<file path="src/design/tbcp_pkg.sv">
`default_nettype none
package tbcp_pkg;
	localparam int WORD_W = 32;
	localparam int LEN_W = 11;
	localparam int FIFO_DEPTH = 8;
	// First command word fields
	localparam int A_OFS_HI = 17;
	localparam int A_OFS_LO = 16;
	localparam int A_FIRST_BIT = 13;
	localparam int A_LAST_BIT = 12;
	localparam int LEN_HI = 10;
	localparam int LEN_LO = 0;
	// Second command word fields, then length and lane constants
	localparam int B_CKSUM_BIT = 14;
	localparam logic [31:0] B_CMP_MASK = 32'hFFFF_BFFF;
	localparam logic [31:0] B_USED_MASK = 32'h0000_37FF;
	localparam logic [10:0] LEN_ZERO = 11'h000;
	localparam logic [1:0] LANE_LAST = 2'h3;
	localparam logic [2:0] LANES = 3'h4;

	typedef struct packed {
		logic [31:0] data;
		logic [3:0] byte_en;
		logic first;
		logic last;
	} tbcp_beat_type;

	typedef struct packed {
		logic frame_start;
		logic frame_end;
		logic [1:0] start_offset;
		logic [10:0] buf_size;
	} tbcp_cmd_a_type;
endpackage
`default_nettype wire

</file>
<file path="src/design/tbcp_parser.sv">
// Design decisions made here: the placing of the registers and the strobed register port.
`default_nettype none
// Functional notes
// - Each buffer opens with two command words, first then second, before payload.
// - Second command word must match across a frame, checksum bit excluded; else error.
// - Declared frame length compared at closing segment with the sum of the buffer byte counts; mismatch is error.
// - First word bits 17:16 give payload start offset, zero to three bytes.
// - First word bit 13 marks the opening segment of a frame.
// - First word bit 12 marks the closing segment of a frame.
// - First word bits 10:0 give payload byte count of this buffer.
// - Byte count plus offset locate trailing filler bytes, which are forwarded with byte enables low.
// - Frame length is second word bits 10:0, excluding offset and padding.
// - Payload starts in third word; offset zero selects lane D[7:0] first.
// - Unused lanes of the final word are still forwarded in the beat data, with their byte enables low.

////////////////////////////////////////////////////////////////////////////////
module tbcp_fifo #(
	parameter int WIDTH = 38,
	parameter int DEPTH = 8
) (
	input wire logic i_mclk,
	input wire logic i_rst,
	input wire logic i_in_valid,
	output logic o_in_ready,
	input wire logic [WIDTH-1:0] i_in_data,
	output logic o_out_valid,
	input wire logic i_out_ready,
	output logic [WIDTH-1:0] o_out_data
);
	localparam int AW = $clog2(DEPTH);
	logic [WIDTH-1:0] mem_ff [DEPTH];
	logic [AW-1:0] wr_ptr_ff;
	logic [AW-1:0] rd_ptr_ff;
	logic [AW:0] count_ff;
	wire do_wr = i_in_valid && o_in_ready;
	wire do_rd = o_out_valid && i_out_ready;
	// Flags come from flops so the beat side never sees a compare glitch
	logic in_ready_ff;
	logic out_valid_ff;
	wire [AW:0] nxt_count = count_ff + (AW+1)'(do_wr) - (AW+1)'(do_rd);
	assign o_in_ready = in_ready_ff;
	assign o_out_valid = out_valid_ff;
	assign o_out_data = mem_ff[rd_ptr_ff];
	always_ff @(posedge i_mclk) begin
		if (do_wr) begin
			mem_ff[wr_ptr_ff] <= i_in_data;
		end
	end
	always_ff @(posedge i_mclk or posedge i_rst) begin
		if (i_rst) begin
			wr_ptr_ff <= '0;
			rd_ptr_ff <= '0;
			count_ff <= '0;
			in_ready_ff <= 1'b1;
			out_valid_ff <= 1'b0;
		end else begin
			if (do_wr) begin
				wr_ptr_ff <= (wr_ptr_ff == AW'(DEPTH-1)) ? '0 : wr_ptr_ff + 1'b1;
			end
			if (do_rd) begin
				rd_ptr_ff <= (rd_ptr_ff == AW'(DEPTH-1)) ? '0 : rd_ptr_ff + 1'b1;
			end
			count_ff <= nxt_count;
			in_ready_ff <= (nxt_count != (AW+1)'(DEPTH));
			out_valid_ff <= (nxt_count != '0);
		end
	end
endmodule // tbcp_fifo

////////////////////////////////////////////////////////////////////////////////
module tbcp_parser
	import tbcp_pkg::*;
(
	input wire logic i_mclk,
	input wire logic i_rst,
	input wire logic i_word_valid,
	output logic o_word_ready,
	input wire logic [tbcp_pkg::WORD_W-1:0] i_word,
	output logic o_beat_valid,
	input wire logic i_beat_ready,
	output tbcp_pkg::tbcp_beat_type o_beat,
	input wire logic [3:0] i_addr,
	input wire logic [31:0] i_wdata,
	input wire logic i_wr,
	input wire logic i_rd,
	output logic [31:0] o_rdata,
	output logic o_transmit_error_flag
);
	import tbcp_pkg::*;

	localparam logic [3:0] REG_STATUS = 4'h0;
	localparam logic [3:0] REG_COUNT = 4'h4;
	localparam logic [3:0] REG_CMDB = 4'h8;
	localparam int ERR_BIT = 0;
	localparam int STRICT_BIT = 1;

	typedef enum logic [3:0] {
		ST_CMD_A = 4'b0001,
		ST_CMD_B = 4'b0010,
		ST_DATA = 4'b0100,
		ST_SKIP = 4'b1000
	} tbcp_state_type;

	tbcp_state_type state_ff, nxt_state;
	tbcp_cmd_a_type cmd_a_ff;
	logic [31:0] cmd_b_ff;
	logic [31:0] ref_b_ff;
	logic in_frame_ff;
	logic [LEN_W-1:0] run_sum_ff;
	logic [LEN_W-1:0] remain_ff;
	logic first_beat_ff;
	logic err_ff;
	logic [31:0] rdata_ff;
	logic [15:0] frames_ff;
	logic fifo_in_ready;
	tbcp_beat_type beat_in;

	// Command A decode, reserved bits dropped
	tbcp_cmd_a_type dec_a;
	assign dec_a.start_offset = i_word[A_OFS_HI:A_OFS_LO];
	assign dec_a.frame_start = i_word[A_FIRST_BIT];
	assign dec_a.frame_end = i_word[A_LAST_BIT];
	assign dec_a.buf_size = i_word[LEN_HI:LEN_LO];

	wire take = i_word_valid && o_word_ready;
	wire [LEN_W-1:0] frame_len = i_word[LEN_HI:LEN_LO];
	// Lanes available in this word
	wire [1:0] lo_lane = first_beat_ff ? cmd_a_ff.start_offset : 2'h0;
	wire [2:0] avail = LANES - {1'b0, lo_lane};
	wire last_word = ({8'h00, avail} >= remain_ff);
	wire [2:0] used = last_word ? remain_ff[2:0] : avail;
	// One past the highest lane that carries payload in this word
	wire [2:0] hi_lane = 3'({1'b0, lo_lane} + used);
	logic [3:0] en_mask;
	for (genvar ln = 0; ln < 4; ln++) begin : g_lane
		assign en_mask[ln] = (3'(ln) >= {1'b0, lo_lane}) && (3'(ln) < hi_lane);
	end
	wire [LEN_W-1:0] remain_next = remain_ff - {8'h00, used};
	wire seg_last = cmd_a_ff.frame_end;
	wire b_mismatch = in_frame_ff && ((i_word & B_CMP_MASK) != (ref_b_ff & B_CMP_MASK));
	wire [LEN_W-1:0] new_sum = LEN_W'(run_sum_ff + cmd_a_ff.buf_size);
	wire len_bad = seg_last && (new_sum != frame_len);
	wire err_set = (state_ff == ST_CMD_B) && take && (b_mismatch || len_bad);
	wire clr_err = i_wr && (i_addr == REG_STATUS) && i_wdata[ERR_BIT];

	assign beat_in.data = i_word;
	assign beat_in.byte_en = en_mask;
	assign beat_in.first = first_beat_ff && cmd_a_ff.frame_start;
	assign beat_in.last = last_word && seg_last;

	// Stall payload words while the FIFO is full; command words are always taken
	assign o_word_ready = (state_ff == ST_DATA) ? fifo_in_ready : 1'b1;

	always_comb begin
		nxt_state = state_ff;
		case (state_ff)
			ST_CMD_A: if (take) nxt_state = ST_CMD_B;
			ST_CMD_B: begin
				if (take) nxt_state = (cmd_a_ff.buf_size == LEN_ZERO) ? ST_CMD_A : ST_DATA;
			end
			ST_DATA: if (take && last_word) nxt_state = ST_CMD_A;
			ST_SKIP: nxt_state = ST_CMD_A;
			default: nxt_state = ST_CMD_A;
		endcase
	end

	always_ff @(posedge i_mclk or posedge i_rst) begin
		if (i_rst) begin
			state_ff <= ST_CMD_A;
			cmd_a_ff <= '0;
			cmd_b_ff <= '0;
			ref_b_ff <= '0;
			in_frame_ff <= 1'b0;
			run_sum_ff <= '0;
			remain_ff <= '0;
			first_beat_ff <= 1'b0;
			frames_ff <= '0;
		end else begin
			state_ff <= nxt_state;
			if (take && state_ff == ST_CMD_A) begin
				cmd_a_ff <= dec_a;
				if (dec_a.frame_start) begin
					in_frame_ff <= 1'b0;
					run_sum_ff <= '0;
				end
			end
			if (take && state_ff == ST_CMD_B) begin
				cmd_b_ff <= i_word & B_USED_MASK;
				if (!in_frame_ff) ref_b_ff <= i_word;
				in_frame_ff <= !seg_last;
				run_sum_ff <= seg_last ? LEN_ZERO : new_sum;
				remain_ff <= cmd_a_ff.buf_size;
				first_beat_ff <= 1'b1;
				if (seg_last) frames_ff <= frames_ff + 16'h0001;
			end
			if (take && state_ff == ST_DATA) begin
				remain_ff <= remain_next;
				first_beat_ff <= 1'b0;
			end
		end
	end

	// Set beats clear in the same cycle
	always_ff @(posedge i_mclk or posedge i_rst) begin
		if (i_rst) begin
			err_ff <= 1'b0;
		end else if (err_set) begin
			err_ff <= 1'b1;
		end else if (clr_err) begin
			err_ff <= 1'b0;
		end
	end

	wire [31:0] rd_mux = (i_addr == REG_STATUS) ? {29'h0, in_frame_ff, 1'b0, err_ff} :
		(i_addr == REG_COUNT) ? {frames_ff, 5'h00, run_sum_ff} :
		(i_addr == REG_CMDB) ? cmd_b_ff : 32'h0000_0000;

	always_ff @(posedge i_mclk or posedge i_rst) begin
		if (i_rst) begin
			rdata_ff <= '0;
		end else begin
			rdata_ff <= i_rd ? rd_mux : 32'h0000_0000;
		end
	end

	assign o_rdata = rdata_ff;
	assign o_transmit_error_flag = err_ff;

	tbcp_fifo #(
		.WIDTH($bits(tbcp_beat_type)),
		.DEPTH(FIFO_DEPTH)
	) u_fifo (
		.i_mclk(i_mclk),
		.i_rst(i_rst),
		.i_in_valid(take && state_ff == ST_DATA),
		.o_in_ready(fifo_in_ready),
		.i_in_data(beat_in),
		.o_out_valid(o_beat_valid),
		.i_out_ready(i_beat_ready),
		.o_out_data(o_beat)
	);
endmodule // tbcp_parser
`default_nettype wire

</file>
<file path="config.mk">
export PLATFORM = sky130hd
export DESIGN_NAME = tbcp_parser
export DESIGN_NICKNAME = d
export VERILOG_FILES = /design/src/design/tbcp_pkg.sv /design/src/design/tbcp_parser.sv
export SDC_FILE = /design/constraint.sdc
export NUM_CORES = 1
export LEC_CHECK = 0
export BUFFER_PORTS_ARGS = -buffer_cell sky130_fd_sc_hd__buf_4
export CORE_ASPECT_RATIO = 0.7
export CORE_MARGIN = 2
export CORE_UTILIZATION = 61
export DETAILED_ROUTE_END_ITERATION = 7
export GPL_TIMING_DRIVEN = 0
export HOLD_SLACK_MARGIN = 0.06
export PLACE_DENSITY = 0.91
export REMOVE_ABC_BUFFERS = 1
export SETUP_SLACK_MARGIN = 0.02
export SYNTH_ARGS = -nofsm -noshare
export SYNTH_HDL_FRONTEND = slang
export SYNTH_SLANG_ARGS = --single-unit
</file>
<file path="constraint.sdc">
create_clock -name i_mclk -period 16.5 [get_ports i_mclk]
set_input_delay 1.65 -clock i_mclk [delete_from_list [all_inputs] [get_ports i_mclk]]
set_output_delay 1.65 -clock i_mclk [all_outputs]
set_load 0.05 [all_outputs]
</file>
==> results.yml <==
status:
  status: "finished clean"
layout:
  drive_above_1_share_pct: 29.19
  finalCoreUtilization_pct: 72.06
  area_growth_pct: 15.77
  fillers: 1770
  multiInputGateArea_sq_um: 5738
  nNetsFinal: 1375
  stdcell_count: 1715
  regArea_sq_um: 12740
power:
  cellPowerDensity_nw_per_um2: 180.2
  power_frac_comb_pct: 37.1
  swShare_pct: 35.97
  intPower_mw: 2.503
  power.share.clock_pct: 23.5
  p_seq_share_pct: 39.4
  net-switching-power_mw: 1.406
  max-vdd-ir-drop_mv: 0.09563
  p_leak_nw: 8.261
place:
  dpl.hpwl_mm: 26.50
  globalplace.congestion: 0.8864
  placed_cells: 1638
  port_buffers: 112
  pre_cts_slack_ns: 12.20
sta:
  slew_headroom_pct: 21.69
  tightest_slew_ns: 1.175
  max_freq_ghz: 0.2154
  fin_ws_ns: 11.86
  fin_crit_ns: 4.643
  rsz0062_at_grt: "no"
  finalMaxSlewViolations: 0
  hold-worst-slack_ns: 0.4767
  setup_viol_count_final: 0
  hold_viol: 0
  finClkSkew_ns: 0.02355
  period_share_pct: 28.14
  finalSetupTns_ns: 0
global_route:
  grt_pass1_wl_mm: 63.77
  grt_max_degree: 90
  grtUsageTotal_pct: 26.87
  grt_pass1_vias: 10919
  antenna_found_initial: 1
  gr-total-overflow: 0
floorplan:
  initial_core_util_pct: 62.25
  boundaryPins: 147
  die_x_microns: 213.5
  rows: 53
  die_height_microns: 150.6
  die_area_sq_um: 32160
  core_sq_um: 30110
critical_path:
  worst_setup_path_end_kind: "output port"
  cp.required_ns: 14.85
  start_kind: "flip-flop"
  critPathKind: "flip-flop to output port"
  cp_data_arrival_time_ns: 2.99
  critPathMaxFanout: 42
drt:
  ant_nets: 0
  routed_wl_mm: 41.58
  post_drt_wl_per_cell_microns: 24.25
  drt-initial-drc-count: 1099
  vias: 10666
  first_pass_iters: 6
  drc: 0
  met1Wirelength_mm: 16.85
  top_layer: "met4"
  wl_met3_mm: 3.522
  wl_met2_mm: 19.95
  post_drt_via_cell_ratio: 6.219
yosys:
  ys_warn_count: 0
  synth-edff-count: 304
  synth_ff_type: "edfxtp_1"
  syn_avg_cell_area_sq_um: 16.51
  synth_cell_types: 73
  ys_seq_elements: 448
  syn_area_sq_um: 18740
  synth_top_area_share_pct: 48.71
  yosysSeqAreaShare_pct: 67.95
  synthArstFlopShare_pct: 32.14
  yosysTopAreaCell: "edfxtp_1"
  synth_cells: 1135
  yosys-top-cells-area: "edfxtp_1 (49%), dfrtp_1 (19%), mux4_2 (9.1%)"
cts:
  cts_setup_buffers: 0
  clk_pin_slew_ns: 0.06
  clock-sinks: 448
  clk_latency_ns: 0.56
  cts-buffers-inserted: 41
  clockBufferDepth: 3
  h-tree-depth: 2
  cts_tree: "built"
  cts_resized: 0
  cts-root-buf: "clkbuf_16"
  postCtsHoldBufs: 0
run:
  max_cap_violations: 0
hold_path:
  hold_path.class: "flip-flop to flip-flop"
-- logic make-up after synthesis --
kind of cell / after synthesis / share of synthesized area [%]
xor gates and xnor gates: 70 / 3.418
buffers and inverters: 87 / 1.863
AOI/OAI and AO/OA: 91 / 3.372
muxes: 166 / 14.58
DFF: 448 / 67.95
and+or+nand+nor: 240 / 6.496
other: 1 / 0.02001
adders and majority gates: 32 / 2.297
-- power by group through the flow --
stage / Combinational [mW] / Clock (mW) / Sequential [mW]
after global routing: 1.56 / 0.982 / 1.56
after CTS: 1.46 / 0.934 / 1.54
after global placement: 1.34 / 0 / 1.62
final: 1.45 / 0.919 / 1.54
after detailed placement: 1.44 / 0 / 1.56
after floorplan: 1.05 / 0 / 1.56
-- per-stage QoR --
stage                     power (mW)  cell area, sq um
after floorplan                2.612             18520
after global placement         2.956             19870
after detailed placement       2.995             20380
after CTS                      3.928             21690
after global routing           4.093             21700
final                          3.909             21700
-- cells in the mapped netlist, types with 3 or more instances --
cell	number
mux2_2	69
nor3b_1	3
nor3_1	17
fa_1	4
o21ai_1	7
mux2i_1	3
buf_4	3
a21o_1	6
o211ai_1	3
nand2_1	77
o22ai_1	3
a21oi_1	19
ha_1	28
mux4_2	76
buf_2	3
nand4_1	5
xnor2_1	32
a211oi_1	5
o2111a_1	3
nor2_1	48
o21ai_0	8
mux2_1	17
and2_1	4
inv_1	29
buf_1	7
nor4_1	13
clkbuf_1	42
a22oi_1	9
xor2_1	36
nand2b_1	9
nand3_1	14
and3_1	23
a31oi_1	4
nor4b_1	4
edfxtp_1	304
dfrtp_1	142
nor2b_1	5
a22o_1	8
-- path summary, 6_finish.rpt --
check | start | end | slack, ns | cells past startpoint
worst max register to register | first_beat_ff$_DFFE_PP0P_ | remain_ff[8]$_DFFE_PP0P_ | 12.51 | 15
min in group asynchronous | i_rst | o_rdata[22]$_DFF_PP0_ | 1.26 | 2
worst min register to register | cmd_b_ff[12]$_DFFE_PP0P_ | cmd_b_ff[12]$_DFFE_PP0P_ | 0.48 | 2
max in group asynchronous | i_rst | ref_b_ff[23]$_DFFE_PP0P_ | 14.48 | 3
worst min-delay path | cmd_b_ff[12]$_DFFE_PP0P_ | cmd_b_ff[12]$_DFFE_PP0P_ | 0.48 | 2
worst max-delay path | u_fifo.rd_ptr_ff[0]$_DFFE_PP0P_ | o_beat[19] | 11.86 | 4
-- area by class of cell --
cell class | instances | area share (%)
Antenna cell | 1 | 0.01153
Timing Repair Buffer | 145 | 5.819
Multi-Input combinational cell | 602 | 26.45
Inverter | 31 | 0.5594
Clock buffer | 56 | 5.409
Sequential cell | 448 | 58.74
Clock inverter | 20 | 0.6401
Tap cell | 412 | 2.376
-- cells in the final DEF, fill, tap and decap left out, types with 5 or more instances in the layout --
cell,n
buf_6,17
edfxtp_1,304
o21ai_0,8
nor3_2,5
nor3_1,13
nor2b_1,5
buf_4,121
xor2_1,36
a21oi_1,19
o21ai_1,7
clkbuf_8,7
clkinv_1,7
xnor2_1,32
a22oi_1,9
nand2_1,77
a22o_1,8
and3_1,23
a21o_1,6
nand2b_1,9
nand4_1,5
a211oi_1,5
clkbuf_1,7
ha_1,28
nor4_1,12
nor2_1,44
inv_1,28
nand3_1,14
mux2_2,69
mux2_1,17
clkbuf_16,42
clkinv_2,7
mux4_2,76
dfrtp_1,139
-- registers in the layout (all words and copies together), names as in the netlist, 4 cells and up --
name,cells
remain_ff,11
u_fifo.mem_ff,304
cmd_b_ff,13
run_sum_ff,11
frames_ff,16
u_fifo.count_ff,4
ref_b_ff,31
cmd_a_ff,14
o_rdata,29
-- critical path, stage by stage, from the launching register on --
cell and delay [ns]:
dfrtp_4 0.93, buf_16 0.36, mux4_2 0.56, mux2_2 0.32, buf_4 0.20
-- routing by layer --
layer  track usage, %  vias up
met3            6.320       84
met1            37.61     5484
met4            9.618        0
met2            41.98      504
met5                0        -
li1                 -     4594
(Power assumes the default switching activity.)
